===== config.mk =====
export PLATFORM = sky130hd
export DESIGN_NAME = sfos_status_top
export DESIGN_NICKNAME = d
export VERILOG_FILES = /design/src/sfos_pkg.sv /design/src/sfos_thresh_cmp.sv /design/src/sfos_status_top.sv
export SDC_FILE = /design/constraint.sdc
export NUM_CORES = 1
export LEC_CHECK = 0
export BUFFER_PORTS_ARGS = -buffer_cell sky130_fd_sc_hd__buf_2
export CORE_UTILIZATION = 44
export CTS_CLUSTER_DIAMETER = 80
export DETAILED_ROUTE_END_ITERATION = 8
export PLACE_DENSITY = 0.59
export SETUP_SLACK_MARGIN = 0.5
export SLEW_MARGIN = 20
export SYNTH_ARGS = -nofsm -noshare
export SYNTH_HDL_FRONTEND = slang
export SYNTH_SLANG_ARGS = --single-unit

===== constraint.sdc =====
create_clock -name mclk -period 8.14 [get_ports mclk]
set_clock_uncertainty 0.05 [all_clocks]
set_input_delay 1.628 -clock mclk [delete_from_list [all_inputs] [get_ports mclk]]
set_output_delay 1.628 -clock mclk [all_outputs]
set_load 0.01 [all_outputs]

===== src/sfos_pkg.sv =====
`default_nettype none
package sfos_pkg;
    // register pointers seen by the serial front end
    localparam logic [7:0] PTR_OVERTEMP_OUT_N_STATUS = 8'h30;
    localparam logic [7:0] PTR_FAULT_STATUS = 8'h31;
    localparam logic [7:0] PTR_OVERTEMP_OUT_N_MASK   = 8'h32;
    localparam logic [7:0] PTR_THERM1_DATA  = 8'h33;
    localparam logic [7:0] PTR_THERM2_DATA  = 8'h34;
    localparam logic [7:0] PTR_THERM3_DATA  = 8'h35;

    // field positions in overtemp_status and the overtemp mask
    localparam int OT_REM1_BIT  = 0;
    localparam int OT_TH1_BIT   = 3;
    localparam int OT_TH2_BIT   = 4;
    localparam int OT_TH3_BIT   = 5;
    // field positions in diode_fault_status
    localparam int FLT_REM1_BIT = 1;
    localparam int FLT_REM2_BIT = 2;
    localparam int FLT_REM3_BIT = 3;

    localparam logic [7:0] OT_USED_MASK    = 8'h39;
    localparam logic [7:0] FLT_USED_MASK   = 8'h0e;
    localparam logic [7:0] STATUS_RESET    = 8'h00;
    localparam logic [7:0] OT_MASK_RESET   = 8'h00;

    // trip hysteresis in codes
    localparam logic [8:0] HYST_CODES = 9'h004;

    // thermistor scaling: 10-bit fraction of reference, 1 code = 0.5 % of reference
    localparam int         THERM_FRAC_W = 10;
    localparam logic [14:0] THERM_MULT  = 15'h0019;
    localparam int         THERM_SHIFT  = 7;

    // factory address variants, index chosen by the top parameter
    localparam logic [3:0][6:0] SLAVE_ADDRS = {7'h4e, 7'h4c, 7'h1c, 7'h1a};

    typedef enum logic [2:0] {
        CH_LOCAL = 3'b000,
        CH_REM1  = 3'b001,
        CH_REM2  = 3'b010,
        CH_REM3  = 3'b011,
        CH_TH1   = 3'b100,
        CH_TH2   = 3'b101,
        CH_TH3   = 3'b110
    } sfos_chan_e;
endpackage
`default_nettype wire


===== src/sfos_thresh_cmp.sv =====
`timescale 1ns/1ps
`default_nettype none
module sfos_thresh_cmp (
    input  wire logic       mclk,
    input  wire logic       rst,
    input  wire logic       upd,
    input  wire logic [7:0] value,
    input  wire logic [7:0] limit,
    output var  logic       tripped
);
    import sfos_pkg::*;

    typedef struct packed {
        logic [7:0] val;
        logic       trip;
    } sfos_cmp_s;

    sfos_cmp_s st_r;
    sfos_cmp_s st_nxt;

    // the clear test runs every cycle so a raised limit releases without a new sample
    always_comb begin
        st_nxt = st_r;
        if (upd) begin
            st_nxt.val = value;
        end
        if (upd && (value > limit)) begin
            st_nxt.trip = 1'b1;
        end else if (({1'b0, st_nxt.val} + HYST_CODES) <= {1'b0, limit}) begin
            st_nxt.trip = 1'b0;
        end
    end

    always_ff @(posedge mclk) begin
        if (rst) begin
            st_r <= '0;
        end else begin
            st_r <= st_nxt;
        end
    end

    assign tripped = st_r.trip;
endmodule // sfos_thresh_cmp
`default_nettype wire


===== src/sfos_status_top.sv =====
`timescale 1ns/1ps
`default_nettype none
module sfos_status_top #(
    parameter logic [1:0] ADDR_SEL = 2'h0
) (
    input  wire logic                                mclk,
    input  wire logic                                rst,
    input  wire logic [2:0]                          diode_anode_hi_in,
    input  wire logic [2:0]                          diode_open_in,
    input  wire logic                                meas_valid,
    input  wire logic [sfos_pkg::THERM_FRAC_W-1:0]   meas_raw,
    input  wire logic [7:0]                          limit_rem1,
    input  wire logic [7:0]                          limit_th1,
    input  wire logic [7:0]                          limit_th2,
    input  wire logic [7:0]                          limit_th3,
    input  wire logic                                addr_valid,
    input  wire logic [6:0]                          addr_in,
    input  wire logic                                rd_en,
    input  wire logic [7:0]                          rd_ptr,
    input  wire logic                                wr_en,
    input  wire logic [7:0]                          wr_ptr,
    input  wire logic [7:0]                          wr_data,
    output var  logic [7:0]                          rd_data,
    output var  logic [2:0]                          seq_chan,
    output var  logic                                addr_ack,
    output var  logic                                overtemp_out_n,
    output var  logic                                overtemp_oe
);
    import sfos_pkg::*;

    // all state but the comparators' in one record, registered in one place
    typedef struct packed {
        logic [2:0][2:0] anode_sync;
        logic [2:0][2:0] open_sync;
        logic [2:0]      fault;
        logic [7:0]      ot_mask;
        logic [2:0][7:0] therm_data;
        sfos_chan_e      seq;
        logic [7:0]      rd_data;
        logic            addr_ack;
        logic            overtemp_out_n_n;
        logic            overtemp_out_n_oe;
    } sfos_top_s;

    sfos_top_s  st_r;
    sfos_top_s  st_nxt;
    logic [3:0] trip;
    logic [3:0] cmp_upd;
    logic [3:0][7:0] cmp_limit;
    logic [7:0] conv_code;
    logic [7:0] ot_status;
    logic [7:0] flt_status;

    // 25/128 of a 1024-step fraction tops out at 199, so the code never wraps
    function automatic logic [7:0] therm_scale(input logic [THERM_FRAC_W-1:0] frac);
        logic [14:0] prod;

        prod = 15'(frac) * THERM_MULT;
        return prod[14:THERM_SHIFT];
    endfunction

    // only remote channels can be skipped
    function automatic logic chan_skipped(input sfos_chan_e c, input logic [2:0] flt);
        logic [1:0] idx;

        idx = 2'(c - CH_REM1);
        return (c >= CH_REM1) && (c <= CH_REM3) && flt[idx];
    endfunction

    // local and thermistor channels are never skipped, so four steps always land
    function automatic sfos_chan_e next_chan(input sfos_chan_e cur, input logic [2:0] flt);
        sfos_chan_e c;
        logic       done;

        c = cur;
        done = 1'b0;
        for (int i = 0; i < 4; i++) begin
            if (!done) begin
                c = (c == CH_TH3) ? CH_LOCAL : sfos_chan_e'(c + 3'h1);
                done = !chan_skipped(c, flt);
            end
        end
        return c;
    endfunction

    assign cmp_limit = {limit_th3, limit_th2, limit_th1, limit_rem1};
    // remote codes pass straight through, thermistor fractions are rescaled
    assign conv_code = (st_r.seq >= CH_TH1) ? therm_scale(meas_raw) : meas_raw[7:0];

    // a comparator only takes a sample converted on its own channel
    always_comb begin
        cmp_upd = 4'h0;
        if (meas_valid) begin
            case (st_r.seq)
                CH_REM1: cmp_upd[0] = 1'b1;
                CH_TH1:  cmp_upd[1] = 1'b1;
                CH_TH2:  cmp_upd[2] = 1'b1;
                CH_TH3:  cmp_upd[3] = 1'b1;
                default: cmp_upd = 4'h0;
            endcase
        end
    end

    for (genvar g = 0; g < 4; g++) begin : g_cmp
        sfos_thresh_cmp u_cmp (
            .mclk    (mclk),
            .rst     (rst),
            .upd     (cmp_upd[g]),
            .value   (conv_code),
            .limit   (cmp_limit[g]),
            .tripped (trip[g])
        );
    end

    // reserved positions are hard zeros
    always_comb begin
        ot_status = STATUS_RESET;
        ot_status[OT_REM1_BIT] = trip[0];
        ot_status[OT_TH1_BIT]  = trip[1];
        ot_status[OT_TH2_BIT]  = trip[2];
        ot_status[OT_TH3_BIT]  = trip[3];

        flt_status = STATUS_RESET;
        flt_status[FLT_REM1_BIT] = st_r.fault[0];
        flt_status[FLT_REM2_BIT] = st_r.fault[1];
        flt_status[FLT_REM3_BIT] = st_r.fault[2];
    end

    always_comb begin
        logic [7:0] ot_src;
        logic       s3;
        ot_src = 8'h00;
        s3 = 1'b0;
        st_nxt = st_r;

        // analog detector levels: three stages, a change counts once stages two and three agree
        st_nxt.anode_sync = {st_r.anode_sync[1:0], diode_anode_hi_in};
        st_nxt.open_sync  = {st_r.open_sync[1:0], diode_open_in};

        // a level that differs between stages two and three leaves the old fault standing
        for (int c = 0; c < 3; c++) begin
            s3 = st_r.anode_sync[2][c] | st_r.open_sync[2][c];
            if ((st_r.anode_sync[1][c] == st_r.anode_sync[2][c]) &&
                (st_r.open_sync[1][c] == st_r.open_sync[2][c])) begin
                st_nxt.fault[c] = s3;
            end
        end

        if (meas_valid) begin
            st_nxt.seq = next_chan(st_r.seq, st_nxt.fault);
            // the sample belongs to the channel selected at the pulse
            case (st_r.seq)
                CH_TH1:  st_nxt.therm_data[0] = conv_code;
                CH_TH2:  st_nxt.therm_data[1] = conv_code;
                CH_TH3:  st_nxt.therm_data[2] = conv_code;
                default: st_nxt.therm_data = st_r.therm_data;
            endcase
        end else if (chan_skipped(st_r.seq, st_r.fault)) begin
            // a channel that faults while selected is left at once
            st_nxt.seq = next_chan(st_r.seq, st_r.fault);
        end

        // reserved mask positions are forced to zero
        if (wr_en && (wr_ptr == PTR_OVERTEMP_OUT_N_MASK)) begin
            st_nxt.ot_mask = wr_data & OT_USED_MASK;
        end

        // a faulted remote 1 looks like an overtemp until it is masked
        ot_src = ot_status;
        ot_src[OT_REM1_BIT] = ot_status[OT_REM1_BIT] | st_r.fault[0];
        st_nxt.overtemp_out_n_n  = ~|(ot_src & ~st_r.ot_mask & OT_USED_MASK);
        // the open-drain enable is on exactly while the pin is pulled low
        st_nxt.overtemp_out_n_oe = ~st_nxt.overtemp_out_n_n;

        // the variant is a build-time choice, so no address pins are sampled
        st_nxt.addr_ack = addr_valid && (addr_in == SLAVE_ADDRS[ADDR_SEL]);

        // read data is captured once and held until the next read
        if (rd_en) begin
            case (rd_ptr)
                PTR_OVERTEMP_OUT_N_STATUS: st_nxt.rd_data = ot_status;
                PTR_FAULT_STATUS: st_nxt.rd_data = flt_status;
                PTR_OVERTEMP_OUT_N_MASK:   st_nxt.rd_data = st_r.ot_mask;
                PTR_THERM1_DATA:  st_nxt.rd_data = st_r.therm_data[0];
                PTR_THERM2_DATA:  st_nxt.rd_data = st_r.therm_data[1];
                PTR_THERM3_DATA:  st_nxt.rd_data = st_r.therm_data[2];
                default:          st_nxt.rd_data = 8'h00;
            endcase
        end
    end

    // mask and sequencer resets are spelled out though zero, to keep them visible
    always_ff @(posedge mclk) begin
        if (rst) begin
            st_r          <= '0;
            st_r.ot_mask  <= OT_MASK_RESET;
            st_r.seq      <= CH_LOCAL;
            st_r.overtemp_out_n_n  <= 1'b1;
            st_r.overtemp_out_n_oe <= 1'b0;
        end else begin
            st_r <= st_nxt;
        end
    end

    // every output is a flop of st_r
    assign rd_data        = st_r.rd_data;
    assign seq_chan       = st_r.seq;
    assign addr_ack       = st_r.addr_ack;
    assign overtemp_out_n = st_r.overtemp_out_n_n;
    assign overtemp_oe    = st_r.overtemp_out_n_oe;
endmodule // sfos_status_top
`default_nettype wire


==> results.py <==
metrics = {
    "pwr": {
        "vdd_drop_max_mv": 0.169,
        "seqPwrFrac_pct": 31.1,
        "power_density_nw_per_um2": 203,
        "p_int_w": 0.00103,
        "switching_share_pct": 39.9,
        "clkPwrFrac_pct": 24.8,
        "leakage_nw": 4.01,
        "switchingPower_w": 0.000687,
        "power_frac_comb_pct": 44.1,
    },
    "floorplanning": {
        "die-height_microns": 133,
        "die_x_microns": 133,
        "ios": 99,
        "fp-row-count": 47,
        "initial_utilization_pct": 45.5,
        "die-area_sq_um": 17800,
        "core-area_sq_um": 16700,
    },
    "final_layout": {
        "drive_gt1_share_pct": 16.2,
        "final_util_pct": 50.7,
        "layout.area.seq_sq_um": 1980,
        "n_fill_cell": 1630,
        "area_growth_pct": 11.4,
        "antennaDiodeCount": 0,
        "multiInputGateArea_sq_um": 5160,
        "finalNetCount": 1165,
    },
    "clocking": {
        "cts_tree": "done",
        "cts_made_buffers": 9,
        "cts_hold_buf": 0,
        "root_buffer": "clkbuf_16",
        "cts_buffer_depth": 2,
        "cts_setup_buffers": 0,
        "htreeDepth": 3,
        "clock-sinks": 99,
        "cts_resized": 0,
        "clk_pin_slew_worst_paths_ns": 0.08,
        "clkLatencyLatePin_ns": 0.35,
    },
    "timing": {
        "max-slew-margin-rel_pct": 34.8,
        "hold_viol_final": 0,
        "setup_viol": 0,
        "period_needed_ns": 6.49,
        "rsz0062_at_grt": "false",
        "setup_tns_ns": 0,
        "period_share_pct": 79.7,
        "slew_viol_final": 0,
        "fmax_ghz": 0.154,
        "tightest_slew_ns": 0.979,
    },
    "synth": {
        "synth_seq_cells": 99,
        "synthCells": 894,
        "ys_async_sr_fraction_pct": 0,
        "ys_types": 81,
        "synthFlopType": "dfxtp_1",
        "yosysWarnings": 0,
        "synth.cell_area_sq_um": 7600,
        "synth_edf_count": 0,
        "synth-seq-area-share_pct": 26.1,
        "synth_area_per_cell_sq_um": 8.50,
        "syn_nets": 1095,
    },
    "route": {
        "antenna_left": 0,
        "dr.pass1.iters": 6,
        "via_count": 6443,
        "avgRoutedWirePerCell_microns": 15.5,
        "vias_per_cell": 5.42,
        "drt-total-wl_microns": 18400,
        "first_iter_violations": 355,
        "drc": 0,
    },
    "placement": {
        "dp_hpwl_microns": 14000,
        "gp_congestion": 0.833,
        "port_buffers": 94,
    },
    "setup_path": {
        "r2r_cells": 13,
        "worstPathCellList": "buf_2 -> ha_1 -> ha_1 -> inv_1 -> fa_1 -> inv_1 -> ha_1 -> a21oi_1 -> o21ai_1 -> a21o_1 -> o31ai_1 -> xor2_1 -> a21oi_1 -> ha_1 -> and4_1 -> o21ai_0 -> a221oi_1 -> o21bai_1 -> o221a_2",
        "r2r_setup_slack_ns": 3.87,
        "cp_slowest_cell": "xor2_1",
        "cp_num_buf_inv": 3,
        "worst_path_most_repeated_cell": "ha_1",
        "endpoint_kind": "register",
        "worstSetupStartpointType": "primary input",
        "max_stage_delay_ns": 0.76,
        "critPathRequiredTime_ns": 8.39,
        "crit_arrival_ns": 6.74,
        "worst-path-max-fanout": 8,
        "crit_type": "in -> reg",
        "rr_startpoint": "seq_chan[1]$_SDFFE_PP0P_",
        "crit_family": "compound AO/OA/AOI/OAI gates",
        "regToRegEndpoint": "g_cmp[2].u_cmp.tripped$_SDFFE_PP0P_",
    },
    "job": {
        "maxCapViolCount": 0,
    },
    "hold_path": {
        "hp-start": "st_nxt[61]$_SDFF_PP0_",
        "hold_depth": 1,
        "hold_class": "reg -> reg",
        "hold-path-endpoint": "st_nxt[64]$_SDFF_PP0_",
    },
    "status": {
        "outcome": "complete, no violations",
    },
    "grt": {
        "grt_overflow": 0,
        "grt_usage_pct": 21.4,
        "first_global_vias": 6098,
        "grt_max_degree": 53,
        "grt_pass1_wl_microns": 30200,
        "antenna_found_initial": 0,
    },
}
-- stage by stage --
stage,power [W],hold WS [ns],worst slack [ns],instances,instance area [sq um]
after floorplan,0.00111,0.364,2.20,894,7600
after global placement,0.00130,0.374,1.35,1173,8170
after detailed placement,0.00130,0.374,1.29,1173,8170
after CTS,0.00173,0.392,1.66,1189,8470
after global routing,0.00185,0.407,1.33,1189,8470
final,0.00172,0.382,1.65,1189,8470
-- power groups by stage --
stage          Combinational (W)  Clock, W  Sequential [W]
2_1_floorplan           0.000567         0        0.000541
3_3_place_gp            0.000749         0        0.000547
3_5_place_dp            0.000752         0        0.000547
4_1_cts                 0.000757  0.000436        0.000536
5_1_grt                 0.000854  0.000458        0.000540
6_report                0.000759  0.000426        0.000536
-- flip-flops by register name (all words and copies together), names as in the netlist --
register	cells
st_r	34
g_cmp.u_cmp.st_r	32
overtemp_out_n	1
g_cmp.u_cmp.tripped	4
st_nxt	12
rd_data	8
seq_chan	3
flt_status	3
overtemp_oe	1
addr_ack	1
-- synthesized netlist by cell type (4+ instances only) --
master,number,area [sq um]
nand2_1,81,304
ha_1,112,1400
mux2_2,17,191
nand4_1,14,87.6
o21a_1,14,105
nand3b_1,6,45.0
fa_1,4,80.1
o211ai_1,8,60.1
and2_1,11,68.8
buf_2,8,40.0
nor3b_1,4,30.0
buf_1,4,15.0
o211a_1,4,40.0
nor3_1,8,40.0
mux2i_1,23,230
a211o_1,6,52.6
o22ai_1,5,31.3
nor4b_2,4,60.1
and3_1,7,43.8
a31oi_1,5,31.3
clkbuf_1,16,60.1
a21oi_1,86,430
nor4_1,4,25.0
inv_1,64,240
o21ai_0,26,130
a21o_1,14,105
buf_4,11,82.6
nor2_1,64,240
nand2b_1,18,113
nor2b_1,33,206
xnor2_1,11,96.3
dfxtp_1,99,1980
nand3_1,11,55.1
o21bai_1,4,30.0
xor2_1,13,114
a22oi_1,6,45.0
-- worst register-to-register path, delay by kind of cell (launching register included) --
family / cells / cell delay (ns)
flip-flops: 1 / 0.42
XOR/XNOR: 1 / 0.17
adder cells (fa/ha/maj): 3 / 0.74
AO/OA/AOI/OAI: 4 / 1.13
AND/OR/NAND/NOR: 4 / 1.47
buffers and inverters: 1 / 0.19
-- cells in the final DEF (no fill, tap or decap), types with 7 or more instances in the layout --
cell and instances:
ha_1 112, dfxtp_1 99, buf_2 94, a21oi_1 86, nand2_1 81, inv_1 64, nor2_1 64, nor2b_1 33
o21ai_0 26, mux2i_1 23, nand2b_1 18, mux2_2 17, a21o_1 14, nand4_1 14, o21a_1 14, xor2_1 13
and2_1 11, xnor2_1 11, nand3_1 11, clkbuf_16 9, o211ai_1 8, nor3_1 8, and3_1 7
-- per-layer routing --
| metal | routed length [microns] | up-vias | track usage [%] | share of wire [%] |
|---|---|---|---|---|
| li1 | - | 3319 | - | - |
| met1 | 9180 | 2993 | 29.6 | 50 |
| met2 | 8450 | 114 | 35.2 | 46 |
| met3 | 505 | 17 | 2.02 | 2.7 |
| met4 | 271 | 0 | 6.44 | 1.5 |
| met5 | 0 | - | 0 | 0 |
-- cell families (layout without fill, tap and decap cells) --
| family | Yosys count | count (layout) | share of synthesized area, % |
|---|---|---|---|
| xor+xnor | 25 | 25 | 2.98 |
| buf+inv | 106 | 181 | 6.11 |
| flops | 99 | 99 | 26.1 |
| compound gates | 219 | 219 | 19.1 |
| mux | 45 | 45 | 6.81 |
| simple gates | 284 | 284 | 19.5 |
| fa+ha+maj | 116 | 116 | 19.5 |
-- how the worst max path moves through the flow --
| stage | endpoint | slack [ns] | depth (start not counted) | start |
|---|---|---|---|---|
| 2_1_floorplan | g_cmp[2].u_cmp.tripped$_SDFFE_PP0P_ | 2.20 | 18 | meas_raw[2] |
| 3_5_place_dp | g_cmp[0].u_cmp.tripped$_SDFFE_PP0P_ | 1.29 | 19 | meas_raw[5] |
| 3_3_place_gp | g_cmp[0].u_cmp.tripped$_SDFFE_PP0P_ | 1.35 | 19 | meas_raw[5] |
| 5_1_grt | g_cmp[0].u_cmp.tripped$_SDFFE_PP0P_ | 1.33 | 19 | meas_raw[5] |
| 6_report | g_cmp[0].u_cmp.tripped$_SDFFE_PP0P_ | 1.65 | 19 | meas_raw[5] |
| 4_1_cts | g_cmp[0].u_cmp.tripped$_SDFFE_PP0P_ | 1.66 | 19 | meas_raw[5] |
-- final cells by class --
type	instances	share of cell area, %
repair buffers	100	6.09
inverters	65	2.88
well taps	220	3.25
multi-input cells	689	60.9
clock buffers	9	2.66
clock inverters	7	0.827
flip-flops and latches	99	23.4
(Power assumes the default switching activity.)
